$ cat src/rss_regs.vh
// Register offsets, field positions, reset values and timing counts of the reset sequencer.
// Assumes a 40 MHz system clock and a 32-bit APB register bus.
`ifndef RSS_REGS_VH
`define RSS_REGS_VH

// ----------------------------------------
// Register byte offsets
// ----------------------------------------
`define RSS_OFF_BROWNOUT_CONTROL 12'h000
`define RSS_OFF_POWER_CONTROL 12'h004
`define RSS_OFF_STATUS 12'h008
`define RSS_OFF_CONFIG 12'h00C
`define RSS_OFF_RESET_PC 12'h010

// ----------------------------------------
// Field positions
// ----------------------------------------
`define RSS_BIT_SW_BOR_EN 7
`define RSS_BIT_BOR_RDY 0
`define RSS_BIT_STK_OVF 7
`define RSS_BIT_STK_UNF 6
`define RSS_BIT_PIN_RST 3
`define RSS_BIT_RST_INSTR 2
`define RSS_BIT_POR 1
`define RSS_BIT_BOR 0
`define RSS_BIT_TIMEOUT 4
`define RSS_BIT_POWERDOWN 3

// ----------------------------------------
// Brown-out modes
// ----------------------------------------
`define RSS_BOR_OFF 2'b00
`define RSS_BOR_SW 2'b01
`define RSS_BOR_NOSLEEP 2'b10
`define RSS_BOR_ON 2'b11

// ----------------------------------------
// Reset values and vectors
// ----------------------------------------
`define RSS_PCON_MASK 8'hCF
`define RSS_RESET_VECTOR 15'h0000
`define RSS_IRQ_VECTOR 15'h0004

// ----------------------------------------
// Timing
// ----------------------------------------
`define RSS_CLK_HZ 40000000
`define RSS_POWERUP_TIMER_MS 64
`define RSS_POWERUP_TIMER_CYCLES ((`RSS_CLK_HZ / 1000) * `RSS_POWERUP_TIMER_MS)
`define RSS_FILT_CYCLES 8

`endif

$ cat src/rss_filter.v
// Glitch filter for the external reset pin.
// Assumes the pin is already synchronous to the clock.
`timescale 1ns/1ps
module rss_filter #(
    parameter LEN = 8
) (
    input wire ref_clk_i,
    input wire rst_n_i,
    input wire pin_i,
    output reg level_o
);

    reg [7:0] cnt_ff;

    // Level changes only after LEN stable cycles
    always @(posedge ref_clk_i)
    begin
        if (!rst_n_i)
        begin
            cnt_ff <= 8'h00;
            level_o <= 1'b1;
        end
        else if (pin_i == level_o)
        begin
            cnt_ff <= 8'h00;
        end
        else if (cnt_ff == LEN[7:0] - 8'h01)
        begin
            cnt_ff <= 8'h00;
            level_o <= pin_i;
        end
        else
        begin
            cnt_ff <= cnt_ff + 8'h01;
        end
    end

endmodule

$ cat src/rss_top.v
// Reset source sequencer: brown-out modes, reset pin, reset causes, start-up gating, APB registers.
// Assumes synchronous analog inputs, configuration bits stable after reset, one 40 MHz clock.
`timescale 1ns/1ps
`include "rss_regs.vh"

// What this block does
// - Mode 10: detector on awake, start waits ready
// - Mode 10: off in sleep, wake waits ready
// - Mode 01: software bit enables detector
// - Mode 01: start-up never waits for detector
// - Software mode: protect once ready, report ready
// - Software mode: sleep leaves protection unchanged
// - Software enable bit 7 resets 1, read/write
// - Ready bit 0 shows detector active and ready
// - Bits 6..1 read zero, writes ignored
// - Pin reset off only if both enables 0
// - Enabled pin held low holds reset
// - Short low pin pulses filtered out
// - Disabled pin is input, software pull-up
// - Watchdog timeout resets, clears timeout bit, clears powerdown bit only in sleep
// - Reset instruction resets, clears its flag
// - Stack fault resets when enabled, sets flag
// - Programming exit acts as power-on reset
// - Run waits timer, oscillator, pin release
// - Timers run regardless of pin state
// - Power-on and brown-out load documented values
// - Pin, watchdog, wake values as documented
// - Interrupt wake with enable vectors to 0004h
// - Mode 11: always on, start waits ready
// - Enabled power-up timer holds 64 ms
module rss_top #(
    parameter POWERUP_TIMER_CYCLES = `RSS_POWERUP_TIMER_CYCLES,
    parameter FILT_CYCLES = `RSS_FILT_CYCLES
) (
    input wire ref_clk_i,
    input wire rst_n_i,
    input wire [1:0] brownout_mode_cfg_i,
    input wire ext_reset_pin_enable_i,
    input wire low_voltage_prog_enable_i,
    input wire stack_fault_reset_enable_i,
    input wire powerup_timer_enable_n_i,
    input wire ext_reset_pin_i,
    input wire por_i,
    input wire bor_low_i,
    input wire bor_ready_i,
    input wire ost_done_i,
    input wire prog_exit_i,
    input wire sleep_i,
    input wire wake_irq_i,
    input wire wake_wdt_i,
    input wire global_irq_enable_i,
    input wire wdt_timeout_i,
    input wire reset_instr_i,
    input wire stack_over_i,
    input wire stack_under_i,
    input wire sw_pullup_i,
    input wire psel_i,
    input wire penable_i,
    input wire pwrite_i,
    input wire [11:0] paddr_i,
    input wire [31:0] pwdata_i,
    output reg [31:0] prdata_o,
    output reg pready_o,
    output reg pslverr_o,
    output reg core_reset_o,
    output reg bor_enable_o,
    output reg wake_hold_o,
    output reg gpio_in_o,
    output reg pullup_en_o,
    output reg [14:0] pc_load_o,
    output reg pc_load_valid_o
);

    // ----------------------------------------
    // Sequencer states
    // ----------------------------------------
    localparam ST_POR = 2'd0;
    localparam ST_WAIT = 2'd1;
    localparam ST_RUN = 2'd2;
    localparam ST_HOLD = 2'd3;

    reg [1:0] state_ff, nxt_state;
    reg [31:0] powerup_timer_cnt_ff;
    reg sw_bor_en_ff;
    reg [7:0] pcon_ff;
    reg timeout_ff, powerdown_ff;
    reg pending_pc_ff;
    reg wake_ff;
    wire pin_filt;
    wire pin_fn_en;
    wire det_active;
    wire need_ready;
    wire startup_ok;
    wire pin_reset;
    wire stk_reset;
    wire bus_wr, bus_rd, addr_ok;
    wire [7:0] pcon_wr;

    // Pin filter sits ahead of the reset path
    rss_filter #(.LEN(FILT_CYCLES)) u_filt (
        .ref_clk_i(ref_clk_i),
        .rst_n_i(rst_n_i),
        .pin_i(ext_reset_pin_i),
        .level_o(pin_filt)
    );

    // ----------------------------------------
    // Detector mode decode
    // ----------------------------------------
    function det_on;
        input [1:0] mode;
        input sw_en;
        input asleep;
        begin
            case (mode)
                `RSS_BOR_ON: det_on = 1'b1;
                `RSS_BOR_NOSLEEP: det_on = ~asleep;
                `RSS_BOR_SW: det_on = sw_en;
                default: det_on = 1'b0;
            endcase
        end
    endfunction

    // A pending wake turns a mode 10 detector back on, else it could never get ready
    wire wake_req = wake_irq_i | wake_wdt_i;
    // Mode 10 wake is held off until the detector reports ready
    wire wake_wait = (brownout_mode_cfg_i == `RSS_BOR_NOSLEEP) & ~bor_ready_i;
    assign det_active = det_on(brownout_mode_cfg_i, sw_bor_en_ff, sleep_i & ~wake_req);
    // Only hardware-enabled modes gate start-up on the detector
    assign need_ready = brownout_mode_cfg_i[1];
    assign pin_fn_en = ext_reset_pin_enable_i | low_voltage_prog_enable_i;
    assign pin_reset = pin_fn_en & ~pin_filt;
    assign stk_reset = stack_fault_reset_enable_i & (stack_over_i | stack_under_i);
    // Timers counted independently of the pin; only release waits for it
    assign startup_ok = (powerup_timer_enable_n_i || powerup_timer_cnt_ff >= POWERUP_TIMER_CYCLES) && ost_done_i
                        && (!need_ready || (bor_ready_i && !bor_low_i));

    // Brown-out trips reset only while the detector is active and ready
    wire bor_trip = det_active & bor_ready_i & bor_low_i;
    wire por_evt = por_i | prog_exit_i;

    // ----------------------------------------
    // Start-up state machine
    // ----------------------------------------
    always @*
    begin
        nxt_state = state_ff;
        case (state_ff)
            ST_POR: nxt_state = ST_WAIT;
            ST_WAIT:
            begin
                if (startup_ok && !pin_reset)
                    nxt_state = ST_RUN;
            end
            ST_RUN:
            begin
                if (pin_reset || wdt_timeout_i || reset_instr_i || stk_reset)
                    nxt_state = ST_HOLD;
            end
            ST_HOLD:
            begin
                if (!pin_reset)
                    nxt_state = ST_RUN;
            end
            default: nxt_state = ST_POR;
        endcase
        if (por_evt || bor_trip)
            nxt_state = ST_POR;
    end

    always @(posedge ref_clk_i)
    begin
        if (!rst_n_i)
            state_ff <= ST_POR;
        else
            state_ff <= nxt_state;
    end

    // Power-up timer restarts on every power-on or brown-out event
    always @(posedge ref_clk_i)
    begin
        if (!rst_n_i || por_evt || bor_trip)
            powerup_timer_cnt_ff <= 32'h0;
        else if (state_ff == ST_WAIT && powerup_timer_cnt_ff < POWERUP_TIMER_CYCLES)
            powerup_timer_cnt_ff <= powerup_timer_cnt_ff + 32'h1;
    end

    // ----------------------------------------
    // APB decode
    // ----------------------------------------
    assign bus_wr = psel_i & penable_i & pwrite_i & pready_o;
    assign bus_rd = psel_i & penable_i & ~pwrite_i;
    assign addr_ok = (paddr_i == `RSS_OFF_BROWNOUT_CONTROL) || (paddr_i == `RSS_OFF_POWER_CONTROL)
                     || (paddr_i == `RSS_OFF_STATUS) || (paddr_i == `RSS_OFF_CONFIG)
                     || (paddr_i == `RSS_OFF_RESET_PC);
    assign pcon_wr = pwdata_i[7:0] & `RSS_PCON_MASK;

    // One wait state, answer in the second access cycle
    always @(posedge ref_clk_i)
    begin
        if (!rst_n_i)
        begin
            pready_o <= 1'b0;
            pslverr_o <= 1'b0;
            prdata_o <= 32'h0;
        end
        else if (psel_i && penable_i && !pready_o)
        begin
            pready_o <= 1'b1;
            pslverr_o <= ~addr_ok;
            prdata_o <= 32'h0;
            if (bus_rd)
            begin
                case (paddr_i)
                    `RSS_OFF_BROWNOUT_CONTROL:
                        prdata_o <= {24'h0, sw_bor_en_ff, 6'h00, det_active & bor_ready_i};
                    `RSS_OFF_POWER_CONTROL: prdata_o <= {24'h0, pcon_ff};
                    `RSS_OFF_STATUS: prdata_o <= {27'h0, timeout_ff, powerdown_ff, 1'b0, state_ff};
                    `RSS_OFF_CONFIG:
                        prdata_o <= {26'h0, pin_fn_en, need_ready, brownout_mode_cfg_i, 1'b0, det_active};
                    `RSS_OFF_RESET_PC: prdata_o <= {17'h0, pc_load_o};
                    default: prdata_o <= 32'h0;
                endcase
            end
        end
        else
        begin
            pready_o <= 1'b0;
            pslverr_o <= 1'b0;
        end
    end

    // ----------------------------------------
    // Brown-out control register
    // ----------------------------------------
    always @(posedge ref_clk_i)
    begin
        if (!rst_n_i || por_evt || bor_trip)
            sw_bor_en_ff <= 1'b1;
        else if (bus_wr && paddr_i == `RSS_OFF_BROWNOUT_CONTROL)
            sw_bor_en_ff <= pwdata_i[`RSS_BIT_SW_BOR_EN];
    end

    // ----------------------------------------
    // Reset cause flags, hardware wins over software
    // ----------------------------------------
    always @(posedge ref_clk_i)
    begin
        if (!rst_n_i || por_evt)
        begin
            pcon_ff <= 8'h0C;
            timeout_ff <= 1'b1;
            powerdown_ff <= 1'b1;
        end
        else if (bor_trip)
        begin
            pcon_ff <= {2'b00, 2'b00, 2'b11, pcon_ff[`RSS_BIT_POR], 1'b0};
            timeout_ff <= 1'b1;
            powerdown_ff <= 1'b1;
        end
        else
        begin
            if (bus_wr && paddr_i == `RSS_OFF_POWER_CONTROL)
                pcon_ff <= pcon_wr;
            if (state_ff == ST_RUN && pin_reset)
            begin
                pcon_ff[`RSS_BIT_PIN_RST] <= 1'b0;
                if (sleep_i)
                begin
                    timeout_ff <= 1'b1;
                    powerdown_ff <= 1'b0;
                end
            end
            if (state_ff == ST_RUN && reset_instr_i)
                pcon_ff[`RSS_BIT_RST_INSTR] <= 1'b0;
            if (state_ff == ST_RUN && stk_reset && stack_over_i)
                pcon_ff[`RSS_BIT_STK_OVF] <= 1'b1;
            if (state_ff == ST_RUN && stk_reset && stack_under_i)
                pcon_ff[`RSS_BIT_STK_UNF] <= 1'b1;
            if (state_ff == ST_RUN && wdt_timeout_i)
            begin
                timeout_ff <= 1'b0;
                if (sleep_i)
                    powerdown_ff <= 1'b0;
            end
            else if (sleep_i && wake_irq_i)
            begin
                timeout_ff <= 1'b1;
                powerdown_ff <= 1'b0;
            end
        end
    end

    // ----------------------------------------
    // Program counter load and outputs
    // ----------------------------------------
    always @(posedge ref_clk_i)
    begin
        if (!rst_n_i)
        begin
            pc_load_o <= `RSS_RESET_VECTOR;
            pc_load_valid_o <= 1'b0;
            pending_pc_ff <= 1'b1;
            wake_ff <= 1'b0;
        end
        else
        begin
            pc_load_valid_o <= 1'b0;
            wake_ff <= 1'b0;
            if (nxt_state != ST_RUN)
                pending_pc_ff <= 1'b1;
            if (state_ff != ST_RUN && nxt_state == ST_RUN && pending_pc_ff)
            begin
                pc_load_o <= `RSS_RESET_VECTOR;
                pc_load_valid_o <= 1'b1;
                pending_pc_ff <= 1'b0;
            end
            else if (state_ff == ST_RUN && sleep_i && wake_irq_i && global_irq_enable_i && !wdt_timeout_i
                     && !wake_wait)
            begin
                // PC + 1 runs first in the core, then it jumps here
                pc_load_o <= `RSS_IRQ_VECTOR;
                pc_load_valid_o <= 1'b1;
            end
            else if (state_ff == ST_RUN && sleep_i && (wake_wdt_i || wake_irq_i))
                wake_ff <= 1'b1;
        end
    end

    // Register every pin-facing output
    always @(posedge ref_clk_i)
    begin
        if (!rst_n_i)
        begin
            core_reset_o <= 1'b1;
            bor_enable_o <= 1'b0;
            wake_hold_o <= 1'b0;
            gpio_in_o <= 1'b0;
            pullup_en_o <= 1'b1;
        end
        else
        begin
            core_reset_o <= (nxt_state != ST_RUN);
            bor_enable_o <= det_active;
            // Mode 10 wakes only after the detector is ready again
            wake_hold_o <= wake_wait;
            gpio_in_o <= pin_fn_en ? 1'b0 : ext_reset_pin_i;
            pullup_en_o <= pin_fn_en ? 1'b1 : sw_pullup_i;
        end
    end

endmodule

$ cat config.mk
export PLATFORM = sky130hd
export DESIGN_NAME = rss_top
export DESIGN_NICKNAME = d
export VERILOG_FILES = /design/src/rss_filter.v /design/src/rss_top.v
export VERILOG_INCLUDE_DIRS = /design/src
export SDC_FILE = /design/constraint.sdc
export NUM_CORES = 1
export LEC_CHECK = 0
export ABC_CLOCK_PERIOD_IN_PS = 4000
export BUFFER_PORTS_ARGS = -buffer_cell sky130_fd_sc_hd__buf_4
export CORE_MARGIN = 8
export CORE_UTILIZATION = 53
export CTS_BUF_LIST = sky130_fd_sc_hd__clkbuf_16
export DETAILED_ROUTE_END_ITERATION = 7
export HOLD_SLACK_MARGIN = 0.06
export MAX_ROUTING_LAYER = met4
export PLACE_DENSITY = 0.95
export SLEW_MARGIN = 10
export SYNTH_ARGS = -nofsm -noshare
export SYNTH_HDL_FRONTEND = slang
export SYNTH_HIERARCHICAL = 1
export SYNTH_SLANG_ARGS = --single-unit
$ cat constraint.sdc
create_clock -name ref_clk_i -period 4 [get_ports ref_clk_i]
set_input_delay 0.8 -clock ref_clk_i [delete_from_list [all_inputs] [get_ports ref_clk_i]]
set_output_delay 0.8 -clock ref_clk_i [all_outputs]
set_load 0.005 [all_outputs]
==> metrics.md, run 1 <==
| Metric | Value |
|---|---|
| Total GRT Usage | `about a fifth` |
| DIE HEIGHT | `between 90 and 100 um` |
| Area Overhead vs Synth | `19.1%` |
| Top FF cell, synth | `dfxtp_1` |
| Post-DR vias/cell | `approximately 5.7` |
| Worst vdd ir | `between 0.3 and 0.4 mV` |
| Most common cell after layout, fill and taps aside | `dfxtp_1` |
| CTS tree | `built` |
| Io pins | `125` |
| Leakage power | `about 0.0016 uW` |
| Drt drc | `0` |
| Period utilization | `roughly 66%` |
| Setup TNS Final | `0 ps` |
| RSZ-0062 raised after global routing | `false` |
| Clock root cell | `clkbuf_16` |
| Clock-pin transition on the worst setup and hold timing paths | `roughly 60 ps` |
| Critical path fanouts, max | `14` |
| Final ANT Viol Nets | `0` |
| CP Buf/Inv Count | `0` |
| Fmax | `about 380 MHz` |
| CORE AREA | `approximately 6300 um^2` |
| Slew HR | `between 30% and 40%` |
| Port-buffer cells | `60` |
| #FFs+latches synth | `70` |
| HP Class | `flip-flop to flip-flop` |
| Global route overflow | `0` |
| Commonest non-fill, non-tap cells in the layout | `dfxtp_1, buf_4, conb_1` |
| Slowest-stage cell, CP | `nor4_2` |
| Grt peak-use layer | `met2` |
| DRT Pass-1 Iters | `4` |
| Top cells by area, synth | `dfxtp_1, buf_4, nor2_1, xnor2_1, mux2i_1` |
| Hold Vio Cnt, Final | `0` |
| Post-Syn Area | `about 3400 um^2` |
| Cell count after synthesis | `390` |
| Initial antenna violation count | `0` |
| Largest net degree at the start of global routing | `28` |
| Post-synth cell types | `55` |
| Met1 GRT Util | `about a fifth` |
| DP HPWL | `6240 um` |
| Grt met2 use | `approximately a third` |
| Ys Warns | `6` |
| Die area | `just over 9000 um^2` |
| Vias in the first global route | `around 2,900` |
| GRT met3 Usage | `roughly 4.3%` |
| Synth async-reset ratio | `0%` |
| Post-synthesis sequential area ratio | `between 40% and 50%` |
| Post-place setup slack | `between 1000 and 1500 ps` |
| Clock tree buffer depth | `2` |
| Worst path max stage delay | `just under 800 ps` |
| Critical path endpoint category | `flip-flop` |
| Placer Congestion | `around 0.86` |
| WL final | `between 8000 and 9000 um` |
| Cts hold-fix bufs | `0` |
| Design Area, Final | `roughly 4000 um^2` |
| # rows | `29` |
| Nets | `about 520` |
| Final Slew Violations | `0` |
| Post-cts sizing count | `0` |
| Finished Core Util | `between 60% and 70%` |
| Status | `finished, final reports clean` |
| Count of final setup violators | `0` |
| WS Path Type | `flip-flop to flip-flop` |
| Total CTS buffers | `9` |
| Max_cap viols | `0` |
| Post-synth top area cell | `dfxtp_1` |
| Post-synth EDFFs | `0` |
| TritonCTS Sinks | `70` |
| Least-Margin Pin Slew | `between 900 and 1000 ps` |
| Die boundary width | `about 97 um` |
| Via count | `between 3,000 and 4,000` |
| Antenna cells | `0` |
| WP data arrival | `about 2900 ps` |
| CP delay by family, top | `simple AND/OR/NAND/NOR gates` |
| Initial core utilization | `between 50% and 60%` |
| DP Area | `approximately 3800 um^2` |
| Setup Skew | `approximately 6.8 ps` |
| WHS | `461 ps` |
| Skew-Pair Late Insertion Delay | `330 ps` |
| Mean Syn Cell Area | `8.81 um^2` |
| Crit-path cells | `nor4_1, nand4_1, nor4_2, a21oi_1, a31o_1` |
| Share of the synthesized area in the top cell type | `approximately two fifths` |
| Fin crit period | `between 2000 and 3000 ps` |
| PwrDens | `between 300 and 400 nW/um^2` |
| CP Launch Type | `flip-flop` |
| Worst EP required | `~4200 ps` |
| Final worst-path setup slack | `between 1000 and 1500 ps` |
| First-pass GRT wire length | `approximately 13,000 um` |
| DR iter-0 viols | `about 190` |
| Postcts setup bufs | `0` |
| Share of post-route cells with drive strength above 1 | `about a fifth` |
| Average wire per cell in the routed design | `~16 um` |
| H-tree depth | `3` |
per-layer routing:
layer  share of wire (%)  up-vias
met5                   0        -
met3                 8.2       21
met4                 2.5        0
li1                    -     1422
met1                  39     1439
met2                  51      122
worst min-delay path, delay by kind of cell (launching register included):
kind / cells / cell delay [ps]
flip-flops: 1 / 300
AND/OR/NAND/NOR: 1 / 60
AO/OA/AOI/OAI: 1 / 50
report_power, final:
part	switching, uW	internal, uW	total, uW
Sequential	2.61	702	704
Clock	295	478	773
Combinational	54.2	43.6	97.9
Total	352	1220	1580
final cells by class:
class	instances	area (um^2)
Sequential cell	70	1400
Timing Repair Buffer	61	458
Tap cell	77	96.3
Multi-Input combinational cell	297	1810
Clock buffer	9	225
Inverter	9	33.8
Fill cell	501	2220
Clock inverter	7	63.8
cell usage after synthesis, drive strengths merged (4+ instances only):
library cell / n
xnor2: 13
or3: 5
or4: 6
nand4: 9
inv: 9
clkbuf: 13
buf: 38
a21oi: 19
nor3: 12
nor2b: 4
nand2: 26
o21ai: 17
and2: 14
nor4: 15
nand2b: 5
dfxtp: 70
nand3: 15
nor2: 36
mux2i: 10
path summary, 6_finish.rpt:
| check | end | depth (start not counted) | slack (ps) | start |
|---|---|---|---|---|
| min | prdata_o[2]$_SDFFE_PN0P_ | 2 | 460 | prdata_o[2]$_SDFFE_PN0P_ |
| min reg2reg | prdata_o[2]$_SDFFE_PN0P_ | 2 | 460 | prdata_o[2]$_SDFFE_PN0P_ |
| max reg2reg | powerup_timer_cnt_ff[17]$_SDFFE_PP0P_ | 5 | 1380 | powerup_timer_cnt_ff[26]$_SDFFE_PP0P_ |
| max | powerup_timer_cnt_ff[17]$_SDFFE_PP0P_ | 5 | 1380 | powerup_timer_cnt_ff[26]$_SDFFE_PP0P_ |
cell families after synthesis:
group | share of synthesized area [%]
xor+xnor | 4.08
compound gates | 11.1
mux | 3.24
flops | 40.8
buf+inv | 10.7
simple gates | 28.9
other cells | 0.109
fa+ha+maj | 1.09
flip-flops by register name (all words and copies together), names as in the netlist:
| name | flops |
|---|---|
| wake_hold_o | 1 |
| powerup_timer_cnt_ff | 32 |
| u_filt/cnt_ff | 8 |
| timeout_ff | 1 |
| pcon_ff | 6 |
| pready_o | 1 |
| pslverr_o | 1 |
| bor_enable_o | 1 |
| pullup_en_o | 1 |
| prdata_o | 8 |
| pc_load_o | 1 |
| state_ff | 2 |
| pending_pc_ff | 1 |
| pc_load_valid_o | 1 |
| sw_bor_en_ff | 1 |
| core_reset_o | 1 |
| powerdown_ff | 1 |
| gpio_in_o | 1 |
| u_filt/level_o | 1 |
metrics by stage:
stage                     cells  power (uW)
after global routing        530        1620
final                       530        1580
after floorplan             427         788
after detailed placement    514         814
after CTS                   530        1580
after global placement      514         811
Note: power is estimated with default switching activity, not from simulation.
==> run 2: changes to the inputs <==
--- a/config.mk
+++ b/config.mk
@@ -6,15 +6,15 @@
 export SDC_FILE = /design/constraint.sdc
 export NUM_CORES = 1
 export LEC_CHECK = 0
-export ABC_CLOCK_PERIOD_IN_PS = 4000
+export ABC_CLOCK_PERIOD_IN_PS = 2620
 export BUFFER_PORTS_ARGS = -buffer_cell sky130_fd_sc_hd__buf_4
 export CORE_MARGIN = 8
-export CORE_UTILIZATION = 53
+export CORE_UTILIZATION = 50
 export CTS_BUF_LIST = sky130_fd_sc_hd__clkbuf_16
 export DETAILED_ROUTE_END_ITERATION = 7
 export HOLD_SLACK_MARGIN = 0.06
 export MAX_ROUTING_LAYER = met4
-export PLACE_DENSITY = 0.95
+export PLACE_DENSITY = 0.93
 export SLEW_MARGIN = 10
 export SYNTH_ARGS = -nofsm -noshare
 export SYNTH_HDL_FRONTEND = slang
==> constraint.sdc (replaced) <==
create_clock -name ref_clk_i -period 2.62 [get_ports ref_clk_i]
set_input_delay 0.524 -clock ref_clk_i [delete_from_list [all_inputs] [get_ports ref_clk_i]]
set_output_delay 0.524 -clock ref_clk_i [all_outputs]
set_load 0.005 [all_outputs]
==> run 2 against run 1 <==
- design area increased by 1.8%
- critical path depth rose by 1
- cell count increased by 1.5%
- routed wire length grew 0.54%
- sequential share of layout area fell by 0.60 points
- power increased by 59%
- flip-flop and latch count stayed put
- die area increased by 5.0%
- critical path type is now input port to flip-flop
- critical endpoint is now pcon_ff[7]$_SDFFE_PP0P_
- largest cell class unchanged
==> metrics.md, run 2 (same netlist as run 1, synthesis figures left out) <==
| Metric | Value |
|---|---|
| WP data arrival | `2530 ps (-320 ps)` |
| Worst EP required | `2830 ps (-1390 ps)` |
| Clock root cell | `clkbuf_16` |
| Initial core utilization | `51.1% (-3.3 points)` |
| Share of post-route cells with drive strength above 1 | `21.6% (+1.5 points)` |
| HP Class | `input port to flip-flop` |
| Leakage power | `0.00164 uW (+2.8%)` |
| CP Launch Type | `input port` |
| DRT Pass-1 Iters | `4 (unchanged)` |
| Worst Hold Path EP | `pcon_ff[1]$_SDFFE_PP0P_` |
| Worst hold start | `por_i` |
| Postcts setup bufs | `0 (unchanged)` |
| RR Endpoint | `powerup_timer_cnt_ff[17]$_SDFFE_PP0P_` |
| Count of final setup violators | `0 (unchanged)` |
| Final ANT Viol Nets | `0 (unchanged)` |
| Area Overhead vs Synth | `21.2%` |
| Cts hold-fix bufs | `0 (unchanged)` |
| Max_cap viols | `0 (unchanged)` |
| Most flop-heavy register | `powerup_timer_cnt_ff` |
| Total CTS buffers | `9 (unchanged)` |
| Flip-flop count of the largest register after layout | `32 (unchanged)` |
| Critical path fanouts, max | `5 (-9)` |
| Clock-pin transition on the worst setup and hold timing paths | `60 ps (about the same)` |
| CTS tree | `built` |
| Top sig layer | `met4` |
| Commonest non-fill, non-tap cells in the layout | `dfxtp_1, buf_4, conb_1` |
| First-pass GRT wire length | `14,100 um (+5.4%)` |
| Die area | `9780 um^2 (+5.0%)` |
| Largest net degree at the start of global routing | `23 (-18%)` |
| Pint | `1970 uW (+61%)` |
| Largest regs | `powerup_timer_cnt_ff (32), prdata_o (8), u_filt/cnt_ff (8)` |
| Clock tree buffer depth | `2 (unchanged)` |
| Post-place setup slack | `-13.8 ps (-1110 ps)` |
| RSZ-0062 raised after global routing | `false` |
| PwrDens | `601 nW/um^2 (+56%)` |
| R2R depth | `5 (unchanged)` |
| Initial antenna violation count | `0 (unchanged)` |
| Setup TNS Final | `0 ps (unchanged)` |
| Vias in the first global route | `2,928 (+2.2%)` |
| Hold Vio Cnt, Final | `0 (unchanged)` |
| Total GRT Usage | `18.1% (-0.75 points)` |
| Final worst-path setup slack | `302 ps (-1080 ps)` |
| DR iter-0 viols | `105 (-46%)` |
| # rows | `30 (+3.4%)` |
| DIE HEIGHT | `98.9 um (+2.5%)` |
| H-tree depth | `3 (unchanged)` |
| Part of the power in combinational logic | `6.1% (about the same)` |
| Hold path cells | `2 (unchanged)` |
| Sw Share | `21.4% (-0.95 points)` |
| Average wire per cell in the routed design | `16.1 um (-0.95%)` |
| NetSw | `536 uW (+52%)` |
| Placer Congestion | `0.836 (-2.3%)` |
| Global route overflow | `0 (unchanged)` |
| Drt drc | `0 (unchanged)` |
| Skew-Pair Late Insertion Delay | `330 ps (about the same)` |
| Antenna cells | `0 (unchanged)` |
| Final Slew Violations | `0 (unchanged)` |
| Worst vdd ir | `0.318 mV (+0.43%)` |
| Period utilization | `88.5%` |
| M1 wire length | `3380 um (+1.4%)` |
| Part of the power in registers | `42.9% (-1.8 points)` |
| DP HPWL | `6350 um (+1.7%)` |
| Die boundary width | `98.9 um (+2.5%)` |
| Io pins | `125 (unchanged)` |
| Via count | `2,995 (-0.30%)` |
| TritonCTS Sinks | `70 (unchanged)` |
| Nets | `527 (+1.2%)` |
| Fmax | `431 MHz` |
| Critical path endpoint category | `flip-flop` |
| Least-Margin Pin Slew | `674 ps (-275 ps)` |
| Most common cell after layout, fill and taps aside | `dfxtp_1` |
| WL final | `8670 um (+0.54%)` |
| WS Path Type | `input port to flip-flop` |
| Fin crit period | `2320 ps` |
| Setup Skew | `7.67 ps (+0.876 ps)` |
| Clk pwr share | `50.9% (+1.8 points)` |
| Post-DR vias/cell | `5.57 (-1.8%)` |
| Status | `finished, final reports clean` |
| Reg2reg start | `powerup_timer_cnt_ff[26]$_SDFFE_PP0P_` |
| CORE AREA | `6720 um^2 (+6.4%)` |
| Met3 routed WL | `755 um (+7.2%)` |
| Post-cts sizing count | `0 (unchanged)` |
| Routed wl met2 | `4430 um (+1.5%)` |
| # fillers | `530 (+5.8%)` |
| Port-buffer cells | `60 (unchanged)` |
| Worst R2R Setup Slack | `330 ps (-1050 ps)` |
| Slew HR | `54.7% (+18 points)` |
[run 2: changes by cell type in the layout (fill, tap and decap cells not counted), sizes merged]
cell	previous run	this run
clkinv	5	4
bufinv	1	2
inv	10	9
buf	61	67
[run 2: power by group through the flow]
| stage | sequential [uW] | combinational (uW) | clock (uW) |
|---|---|---|---|
| finish | 1070 | 154 | 1280 |
| global route | 1070 | 167 | 1340 |
| global placement | 1100 | 144 | 0 |
| CTS | 1070 | 150 | 1280 |
| floorplan | 1100 | 105 | 0 |
| detailed placement | 1100 | 147 | 0 |
[run 2: layout make-up]
class / count / area [um^2] / area share, %
Clock buffer: 9 / 225 / 5.41
Clock inverter: 6 / 87.6 / 2.10
Inverter: 9 / 33.8 / 0.812
Multi-Input combinational cell: 297 / 1810 / 43.5
Sequential cell: 70 / 1400 / 33.7
Tap cell: 80 / 100 / 2.40
Timing Repair Buffer: 67 / 503 / 12.1
[run 2: worst max-delay path: stages]
cell and delay, ps:
buf_4 110, or4_4 530, or4_4 570, nor3_4 400, mux2i_1 310, a21oi_2 90
[run 2: metal layers]
layer  global-route usage (%)  up-vias
li1                         -     1437
met1                     18.4     1408
met2                     31.1      138
met3                     6.13       12
met4                     7.79        0
met5                        -        -
[run 2: how the worst max path moves through the flow]
stage                                     startpoint  depth (start not counted)                                     to
2_1_floorplan                             paddr_i[9]                          5                pcon_ff[6]$_SDFFE_PP0P_
4_1_cts                                   paddr_i[9]                          6                pcon_ff[7]$_SDFFE_PP0P_
3_3_place_gp                              paddr_i[9]                          6                pcon_ff[7]$_SDFFE_PP0P_
6_report                                  paddr_i[9]                          6                pcon_ff[7]$_SDFFE_PP0P_
3_5_place_dp                              paddr_i[9]                          6                pcon_ff[7]$_SDFFE_PP0P_
5_1_grt        powerup_timer_cnt_ff[27]$_SDFFE_PP0P_                          5  powerup_timer_cnt_ff[17]$_SDFFE_PP0P_
[run 2: metrics by stage]
step	util (%)	hold WS [ps]	power [uW]	instance area [um^2]	cells
after global placement	57.3	439	1240	3850	523
final	62.0	362	2500	4160	538
after floorplan	-	427	1200	3570	427
after detailed placement	57.3	449	1250	3850	523
after global routing	62.0	372	2580	4160	538
after CTS	62.0	359	2510	4160	538
